==> src/include/aecp_regs.svh <==
`ifndef AECP_REGS_SVH
`define AECP_REGS_SVH

// register byte offsets
`define AECP_OFF_CTRL    8'h00
`define AECP_OFF_UCNT    8'h04
`define AECP_OFF_LCNT    8'h08
`define AECP_OFF_IRQ     8'h0c
`define AECP_OFF_STBY    8'h10

// event_counter_ctrl_status fields
`define AECP_BIT_OVU     7
`define AECP_BIT_OVL     6
`define AECP_BIT_RSV     5
`define AECP_BIT_SPLIT   4
`define AECP_BIT_CEU     3
`define AECP_BIT_CEL     2
`define AECP_BIT_RELU    1
`define AECP_BIT_RELL    0

// interrupt register fields
`define AECP_BIT_IRQF    0
`define AECP_BIT_IRQE    1

// standby register field
`define AECP_BIT_STBY    0

// reset values and count maximum
`define AECP_CTRL_RST    8'h00
`define AECP_CNT_RST     8'h00
`define AECP_STBY_RST    1'b1
`define AECP_CNT_MAX     8'hff

// bus answers and unmapped register index
`define AECP_RESP_OKAY   2'b00
`define AECP_RESP_SLVERR 2'b10
`define AECP_IDX_NONE    3'h7

`endif

==> src/include/aecp_pkg.sv <==
`default_nettype none
package aecp_pkg;

    typedef struct packed {
        logic [1:0]  u_sync;
        logic [1:0]  l_sync;
        logic        u_prev;
        logic        l_prev;
        logic [7:0]  ctrl;
        logic [7:0]  ucnt;
        logic [7:0]  lcnt;
        logic        irq_flag;
        logic        irq_en;
        logic        stby_n;
        logic        aw_got;
        logic [7:0]  aw_addr;
        logic        w_got;
        logic [7:0]  w_data;
        logic        w_strb0;
        logic        bvalid;
        logic [1:0]  bresp;
        logic        rvalid;
        logic [31:0] rdata;
        logic [1:0]  rresp;
    } aecp_state_t;

endpackage : aecp_pkg
`default_nettype wire

==> src/rtl/aecp_counter.sv <==
`timescale 1ns/1ns
`default_nettype none
`include "aecp_regs.svh"

// Functional notes
// [RL1] split select 1: two independent 8-bit counters, no carry between them
// [RL2] split mode: upper counts upper pin edges only, lower counts lower pin only
// [RL3] split mode: upper wraps ff to 00, sets upper overflow flag, keeps counting
// [RL4] split mode: lower wraps ff to 00, sets lower overflow flag, keeps counting
// [RL5] any counter overflow sets the shared interrupt request flag; here a lower overflow in chained mode does not set it
// [RL6] interrupt request reaches the processor only while interrupt enable is 1
// [RL7] low-power modes: counting continues, overflow flags stay untouched
// [RL8] software clears both count enables before reading a counter
// [RL9] clearing a count enable may still let one more increment through
// [RL10] chained mode: software sets upper enable before or with upper release
// [RL11] chained mode: software leaves upper enable alone while counting
// [RL12] split select 0: lower overflow clocks upper, forming one 16-bit counter
// [RL13] count enable 0 blocks events and holds value; 1 lets events increment
// [RL14] release bit 0 holds its counter at zero; 1 allows counting
// [RL15] standby control 0 puts block in module standby; reset value 1
// [RL16] reset clears control and counters; standby halts counters, holds control
// [RL17] event pins pass a two-stage synchroniser before edge detection
module aecp_counter
    import aecp_pkg::*;
#(
    parameter int ADDR_W = 8
) (
    input  wire logic              clk,
    input  wire logic              sys_rst,
    input  wire logic              upper_event_pin,
    input  wire logic              lower_event_pin,
    input  wire logic              low_power_mode,
    input  wire logic              ctrl_hold,
    input  wire logic [ADDR_W-1:0] s_axi_awaddr,
    input  wire logic              s_axi_awvalid,
    output logic                   s_axi_awready,
    input  wire logic [31:0]       s_axi_wdata,
    input  wire logic [3:0]        s_axi_wstrb,
    input  wire logic              s_axi_wvalid,
    output logic                   s_axi_wready,
    output logic [1:0]             s_axi_bresp,
    output logic                   s_axi_bvalid,
    input  wire logic              s_axi_bready,
    input  wire logic [ADDR_W-1:0] s_axi_araddr,
    input  wire logic              s_axi_arvalid,
    output logic                   s_axi_arready,
    output logic [31:0]            s_axi_rdata,
    output logic [1:0]             s_axi_rresp,
    output logic                   s_axi_rvalid,
    input  wire logic              s_axi_rready,
    output logic                   irq_req
);

    if (ADDR_W < 8) begin : g_bad_addr
        $error("aecp_counter: ADDR_W must be at least 8");
    end

    aecp_state_t s_r;
    aecp_state_t s_nxt;

    logic       ev_u;
    logic       ev_l;
    logic       split;
    logic       l_inc;
    logic       l_wrap;
    logic       u_inc;
    logic       u_wrap;
    logic       set_ovu;
    logic       set_ovl;
    logic       set_irq;
    logic       wr_do;
    logic [2:0] wr_idx;
    logic [7:0] wr_data;

    function automatic logic [2:0] reg_index(input logic [7:0] a);
        case (a)
            `AECP_OFF_CTRL: reg_index = 3'h0;
            `AECP_OFF_UCNT: reg_index = 3'h1;
            `AECP_OFF_LCNT: reg_index = 3'h2;
            `AECP_OFF_IRQ:  reg_index = 3'h3;
            `AECP_OFF_STBY: reg_index = 3'h4;
            default:        reg_index = `AECP_IDX_NONE;
        endcase
    endfunction : reg_index

    assign s_axi_awready = ~s_r.aw_got & ~s_r.bvalid;
    assign s_axi_wready  = ~s_r.w_got & ~s_r.bvalid;
    assign s_axi_arready = ~s_r.rvalid;
    assign s_axi_bvalid  = s_r.bvalid;
    assign s_axi_bresp   = s_r.bresp;
    assign s_axi_rvalid  = s_r.rvalid;
    assign s_axi_rdata   = s_r.rdata;
    assign s_axi_rresp   = s_r.rresp;
    assign irq_req       = s_r.irq_flag & s_r.irq_en; // RL6

    always_comb begin
        logic       aw_fire;
        logic       w_fire;
        logic       have_aw;
        logic       have_w;
        logic [7:0] wa;
        logic       ws;
        logic [2:0] ridx;
        logic       locked;
        aw_fire = s_axi_awvalid & s_axi_awready;
        w_fire  = s_axi_wvalid & s_axi_wready;
        have_aw = s_r.aw_got | aw_fire;
        have_w  = s_r.w_got | w_fire;
        wa      = s_r.aw_got ? s_r.aw_addr : s_axi_awaddr[7:0];
        ws      = s_r.w_got ? s_r.w_strb0 : s_axi_wstrb[0];
        ridx    = reg_index(s_axi_araddr[7:0]);
        // module standby and watch/standby block writes to the control register
        locked  = ctrl_hold | ~s_r.stby_n; // RL16
        s_nxt   = s_r;

        // first stage feeds only the second
        s_nxt.u_sync = {s_r.u_sync[0], upper_event_pin}; // RL17
        s_nxt.l_sync = {s_r.l_sync[0], lower_event_pin}; // RL17
        s_nxt.u_prev = s_r.u_sync[1];
        s_nxt.l_prev = s_r.l_sync[1];
        ev_u  = s_r.u_sync[1] & ~s_r.u_prev;
        ev_l  = s_r.l_sync[1] & ~s_r.l_prev;
        split = s_r.ctrl[`AECP_BIT_SPLIT];

        // an edge detected in the same cycle as the write that clears the enable still counts
        l_inc  = s_r.stby_n & ev_l & s_r.ctrl[`AECP_BIT_CEL] & s_r.ctrl[`AECP_BIT_RELL]; // RL13 RL9 RL15
        l_wrap = l_inc & (s_r.lcnt == `AECP_CNT_MAX);
        u_inc  = s_r.stby_n & (split ? ev_u : l_wrap) // RL2 RL12 RL1
                 & s_r.ctrl[`AECP_BIT_CEU] & s_r.ctrl[`AECP_BIT_RELU]; // RL13
        u_wrap = u_inc & (s_r.ucnt == `AECP_CNT_MAX);

        if (!s_r.ctrl[`AECP_BIT_RELL]) begin
            s_nxt.lcnt = `AECP_CNT_RST; // RL14
        end else if (l_inc) begin
            s_nxt.lcnt = 8'(s_r.lcnt + 8'h01); // RL4
        end
        if (!s_r.ctrl[`AECP_BIT_RELU]) begin
            s_nxt.ucnt = `AECP_CNT_RST; // RL14
        end else if (u_inc) begin
            s_nxt.ucnt = 8'(s_r.ucnt + 8'h01); // RL3
        end

        set_ovu = u_wrap & ~low_power_mode; // RL3 RL7
        set_ovl = l_wrap & split & ~low_power_mode; // RL4 RL7
        set_irq = u_wrap | (l_wrap & split); // RL5

        // write channel: address and data in either order
        wr_do   = have_aw & have_w;
        wr_idx  = reg_index(wa);
        wr_data = s_r.w_got ? s_r.w_data : s_axi_wdata[7:0];
        if (wr_do) begin
            s_nxt.aw_got = 1'b0;
            s_nxt.w_got  = 1'b0;
            s_nxt.bvalid = 1'b1;
            s_nxt.bresp  = (wr_idx == `AECP_IDX_NONE) ? `AECP_RESP_SLVERR : `AECP_RESP_OKAY;
            if (ws) begin
                unique case (wr_idx)
                    3'h0: begin
                        if (!locked) begin
                            // flags only clear by writing 0
                            s_nxt.ctrl[5:0] = wr_data[5:0];
                            s_nxt.ctrl[`AECP_BIT_OVU] = s_r.ctrl[`AECP_BIT_OVU] & wr_data[`AECP_BIT_OVU];
                            s_nxt.ctrl[`AECP_BIT_OVL] = s_r.ctrl[`AECP_BIT_OVL] & wr_data[`AECP_BIT_OVL];
                        end
                    end
                    3'h3: begin
                        s_nxt.irq_flag = s_r.irq_flag & wr_data[`AECP_BIT_IRQF];
                        s_nxt.irq_en   = wr_data[`AECP_BIT_IRQE];
                    end
                    3'h4: s_nxt.stby_n = wr_data[`AECP_BIT_STBY]; // RL15
                    default: ;
                endcase
            end
        end else begin
            if (aw_fire) begin
                s_nxt.aw_got  = 1'b1;
                s_nxt.aw_addr = s_axi_awaddr[7:0];
            end
            if (w_fire) begin
                s_nxt.w_got   = 1'b1;
                s_nxt.w_data  = s_axi_wdata[7:0];
                s_nxt.w_strb0 = s_axi_wstrb[0];
            end
        end
        if (s_r.bvalid && s_axi_bready) begin
            s_nxt.bvalid = 1'b0;
        end

        // set beats a clear in the same cycle
        if (set_ovu) begin
            s_nxt.ctrl[`AECP_BIT_OVU] = 1'b1; // RL3
        end
        if (set_ovl) begin
            s_nxt.ctrl[`AECP_BIT_OVL] = 1'b1; // RL4
        end
        if (set_irq) begin
            s_nxt.irq_flag = 1'b1; // RL5
        end

        // read channel: counters are not snapshotted, so reads may tear
        if (s_axi_arvalid && s_axi_arready) begin
            s_nxt.rvalid = 1'b1;
            s_nxt.rresp  = (ridx == `AECP_IDX_NONE) ? `AECP_RESP_SLVERR : `AECP_RESP_OKAY;
            unique case (ridx)
                3'h0:    s_nxt.rdata = {24'h000000, s_r.ctrl};
                3'h1:    s_nxt.rdata = {24'h000000, s_r.ucnt};
                3'h2:    s_nxt.rdata = {24'h000000, s_r.lcnt};
                3'h3:    s_nxt.rdata = {30'h0, s_r.irq_en, s_r.irq_flag};
                3'h4:    s_nxt.rdata = {31'h0, s_r.stby_n};
                default: s_nxt.rdata = 32'h00000000;
            endcase
        end else if (s_r.rvalid && s_axi_rready) begin
            s_nxt.rvalid = 1'b0;
        end
    end

    always_ff @(posedge clk) begin
        if (sys_rst) begin
            s_r        <= '0; // RL16
            s_r.stby_n <= `AECP_STBY_RST; // RL15
        end else begin
            s_r <= s_nxt;
        end
    end
endmodule : aecp_counter

`default_nettype wire

==> config.mk <==
export PLATFORM = sky130hd
export DESIGN_NAME = aecp_counter
export DESIGN_NICKNAME = d
export VERILOG_FILES = /design/src/include/aecp_pkg.sv /design/src/rtl/aecp_counter.sv
export VERILOG_INCLUDE_DIRS = /design/src /design/src/include
export SDC_FILE = /design/constraint.sdc
export NUM_CORES = 1
export LEC_CHECK = 0
export ABC_AREA = 1
export ABC_CLOCK_PERIOD_IN_PS = 1750
export BUFFER_PORTS_ARGS = -buffer_cell sky130_fd_sc_hd__buf_2
export CORE_AREA = 2 2 97 99
export CTS_CLUSTER_SIZE = 30
export DETAILED_ROUTE_END_ITERATION = 10
export DIE_AREA = 0 0 99 101
export PLACE_DENSITY = 0.61
export SYNTH_ARGS = -nofsm -noshare
export SYNTH_HDL_FRONTEND = slang
export SYNTH_SLANG_ARGS = --single-unit
==> constraint.sdc <==
create_clock -name clk -period 1.75 [get_ports clk]
set_input_delay 0.2625 -clock clk [delete_from_list [all_inputs] [get_ports clk]]
set_output_delay 0.2625 -clock clk [all_outputs]
set_load 0.02 [all_outputs]
==> impl_metrics.json <==
{
  "outcome": "finished, final reports clean",
  "portBuffers": 51,
  "final_area_mm2": 0.00397,
  "yosysWarnings": 0,
  "irDropWorstVdd_v": 0.000361,
  "power_frac_seq_pct": 45.4,
  "drt_iter0_drc": 132,
  "synth_seq_area_share_pct": 36.6,
  "post-route-util_pct": 44.2,
  "clock.fmax_ghz": 0.661,
  "r2r_cells": 6,
  "layout.nets": 631,
  "fp.dieW_um": 99,
  "critical_path_class": "reg2reg",
  "cp_max_fo": 9,
  "place_area_mm2": 0.00375,
  "netlist_area_mm2": 0.00350,
  "h-tree-depth": 3,
  "multi_input_area_mm2": 0.00169,
  "antenna_cells": 0,
  "design.die.area_mm2": 0.0100,
  "antenna_found_initial": 0,
  "period_needed_ns": 1.51,
  "powerDensity_mw_per_mm2": 883,
  "root_buffer": "clkbuf_8",
  "p_switching_mw": 1.00,
  "p_int_mw": 2.49,
  "drc_errors": 0,
  "p_leak_nw": 1.82,
  "yosys.area.top_type": "dfxtp_1",
  "fp-row-count": 35,
  "die_h_um": 101,
  "synthTopCellsByArea": "dfxtp_1, nand2_1, buf_4",
  "grt_usage_pct": 16.2,
  "clk_pin_slew_ns": 0.08,
  "fin_skew_ns": 0.0117,
  "hold_end": "s_axi_bvalid$_SDFFE_PP0P_",
  "clk-insertion-delay-late_ns": 0.36,
  "setup_viol": 0,
  "syn_inst": 514,
  "drv_cap": 0,
  "seq_area_mm2": 0.00128,
  "slew_violations": 0,
  "share_comb_of_total_power_pct": 15.6,
  "hold_class": "in2reg",
  "routedWlPerCell_um": 11.2,
  "place.gp.congestion": 0.809,
  "rsz0062_at_grt": "false",
  "initial_core_util_pct": 39.0,
  "ant_nets": 0,
  "drive_gt1_share_pct": 19.3,
  "avgSynthCellArea_um2": 6.81,
  "async_reset_ff_share_pct": 0,
  "drt_pass1_iterations": 4,
  "whs_path_depth": 2,
  "holdBufCountCts": 0,
  "viasPerCell": 4.59,
  "grt_max_degree": 29,
  "ios": 105,
  "grt_pass1_vias": 2894,
  "start_kind": "flip-flop",
  "setup_tns_ns": 0,
  "grt_pass1_wl_mm": 13.0,
  "routed_wl_mm": 7.63,
  "swShare_pct": 28.7,
  "place.detailed.hpwl_mm": 5.86,
  "synth.distinct_cells": 31,
  "r2r_start": "s_axi_bvalid$_SDFFE_PP0P_",
  "cts_num_sinks": 64,
  "cts.path.max_buffers": 2,
  "cp.arrival_ns": 1.76,
  "end_kind": "flip-flop",
  "min_from": "s_axi_bready",
  "synth_top_area_share_pct": 36.6,
  "synth_top_flop_cell": "dfxtp_1",
  "reg2reg_to": "s_r[43]$_SDFFE_PP0P_",
  "crit_required_ns": 1.99,
  "num-fill-cells": 965,
  "clkPwrFrac_pct": 39.0,
  "hold_viol": 0,
  "core_mm2": 0.00898,
  "num_vias": 3128,
  "period_share_pct": 86.5,
  "ff2ff_setup_slack_ns": 0.24,
  "ys_ff_latch": 64,
  "tritoncts": "yes",
  "grt-ovfl-total": 0,
  "cts_buffers": 9,
  "synth-edff-count": 0,
  "area_delta_synth_final_pct": 13.3
}
-- power by group through the flow --
stage	logic, mW	registers (mW)	clock network (mW)
5_1_grt	0.618	1.60	1.46
3_3_place_gp	0.535	1.62	0
2_1_floorplan	0.451	1.61	0
4_1_cts	0.550	1.59	1.39
3_5_place_dp	0.548	1.62	0
6_report	0.547	1.59	1.36
-- worst max-delay path, cell delays in order (launching register included) --
cell and delay, ns:
dfxtp_1 0.50, o21ai_2 0.14, nand2_4 0.14, nand2_1 0.17, buf_4 0.20, o21ai_0 0.18
nor2_1 0.07
-- how the worst max path moves through the flow --
stage / endpoint / from / depth (start not counted)
after floorplan: s_axi_rdata[2]$_SDFFE_PP0P_ / s_axi_rvalid$_SDFFE_PP0P_ / 6
after global placement: s_r[59]$_SDFFE_PP0P_ / s_r[56]$_SDFFE_PP0P_ / 11
after detailed placement: s_axi_rdata[7]$_SDFFE_PP0P_ / s_axi_araddr[6] / 10
after CTS: s_r[76]$_SDFFE_PP0P_ / s_r[56]$_SDFFE_PP0P_ / 9
after global routing: s_r[74]$_SDFFE_PP0P_ / s_r[61]$_SDFFE_PP0N_ / 10
final: s_r[43]$_SDFFE_PP0P_ / s_axi_bvalid$_SDFFE_PP0P_ / 6
-- routing by layer --
layer | wire, µm | track usage, % | up-vias
met4 | 158 | 6.43 | 0
met5 | 0 | 0 | -
met3 | 395 | 4.09 | 15
li1 | - | - | 1666
met1 | 3750 | 20.6 | 1376
met2 | 3330 | 26.4 | 71
-- layout by cell type, fill, tap and decap left out, types with 6 or more instances in the layout --
master	instances
nor3_1	9
conb_1	26
nor2_1	61
buf_2	51
o21ai_1	13
nand2_2	6
inv_2	6
buf_4	11
a21oi_1	36
nand3_1	29
nor2_2	6
inv_1	73
clkbuf_8	12
nand4_1	7
o21ai_0	32
nand2_1	96
dfxtp_1	63
-- cells by family after synthesis --
group                      count (synthesis)  share of synthesized area (%)
xor gates and xnor gates                   4                           1.00
adders and majority gates                  2                          0.715
buffers and inverters                    125                           17.7
muxes                                      5                           1.43
other                                      1                          0.107
DFF                                       64                           36.6
AOI/OAI and AO/OA                         93                           14.4
and+or+nand+nor                          220                           28.0
-- through the flow --
stage                     power (mW)  worst slack, ns  hold WS [ns]  cells
after global routing            3.67           0.0346        0.0835    682
after floorplan                 2.06            0.364         0.356    539
after detailed placement        2.17            0.199         0.395    666
after global placement          2.15            0.242         0.389    666
after CTS                       3.53            0.195        0.0663    682
final                           3.50            0.236        0.0717    682
-- cells in the mapped netlist, drive strengths merged (5+ instances only) --
master	n
dfxtp	64
buf	42
nor3	10
mux2i	5
nand4	7
o21ai	48
a21oi	40
nand3	29
nor2	70
nand2	104
inv	79
-- repair_timing --
action / CTS / global route
setup endpoints to repair: 0 / 1
resized for setup: 0 / 1
setup buffers: 0 / 0
-- area by class of cell --
cell class,count,share of cell area [%]
clock buffers,12,4.17
clock inverters,4,1.29
inverters,79,7.48
multi-input cells,350,42.7
flip-flops and latches,64,32.3
well taps,111,3.50
repair buffers,62,8.52
-- flip-flops by register name, indices dropped and copies added (netlist names) --
name and cells:
s_r 48, s_axi_bresp 1, s_axi_rresp 1, s_axi_bvalid 1
s_nxt 4, s_axi_rdata 8, s_axi_rvalid 1
(Power assumes the default switching activity.)
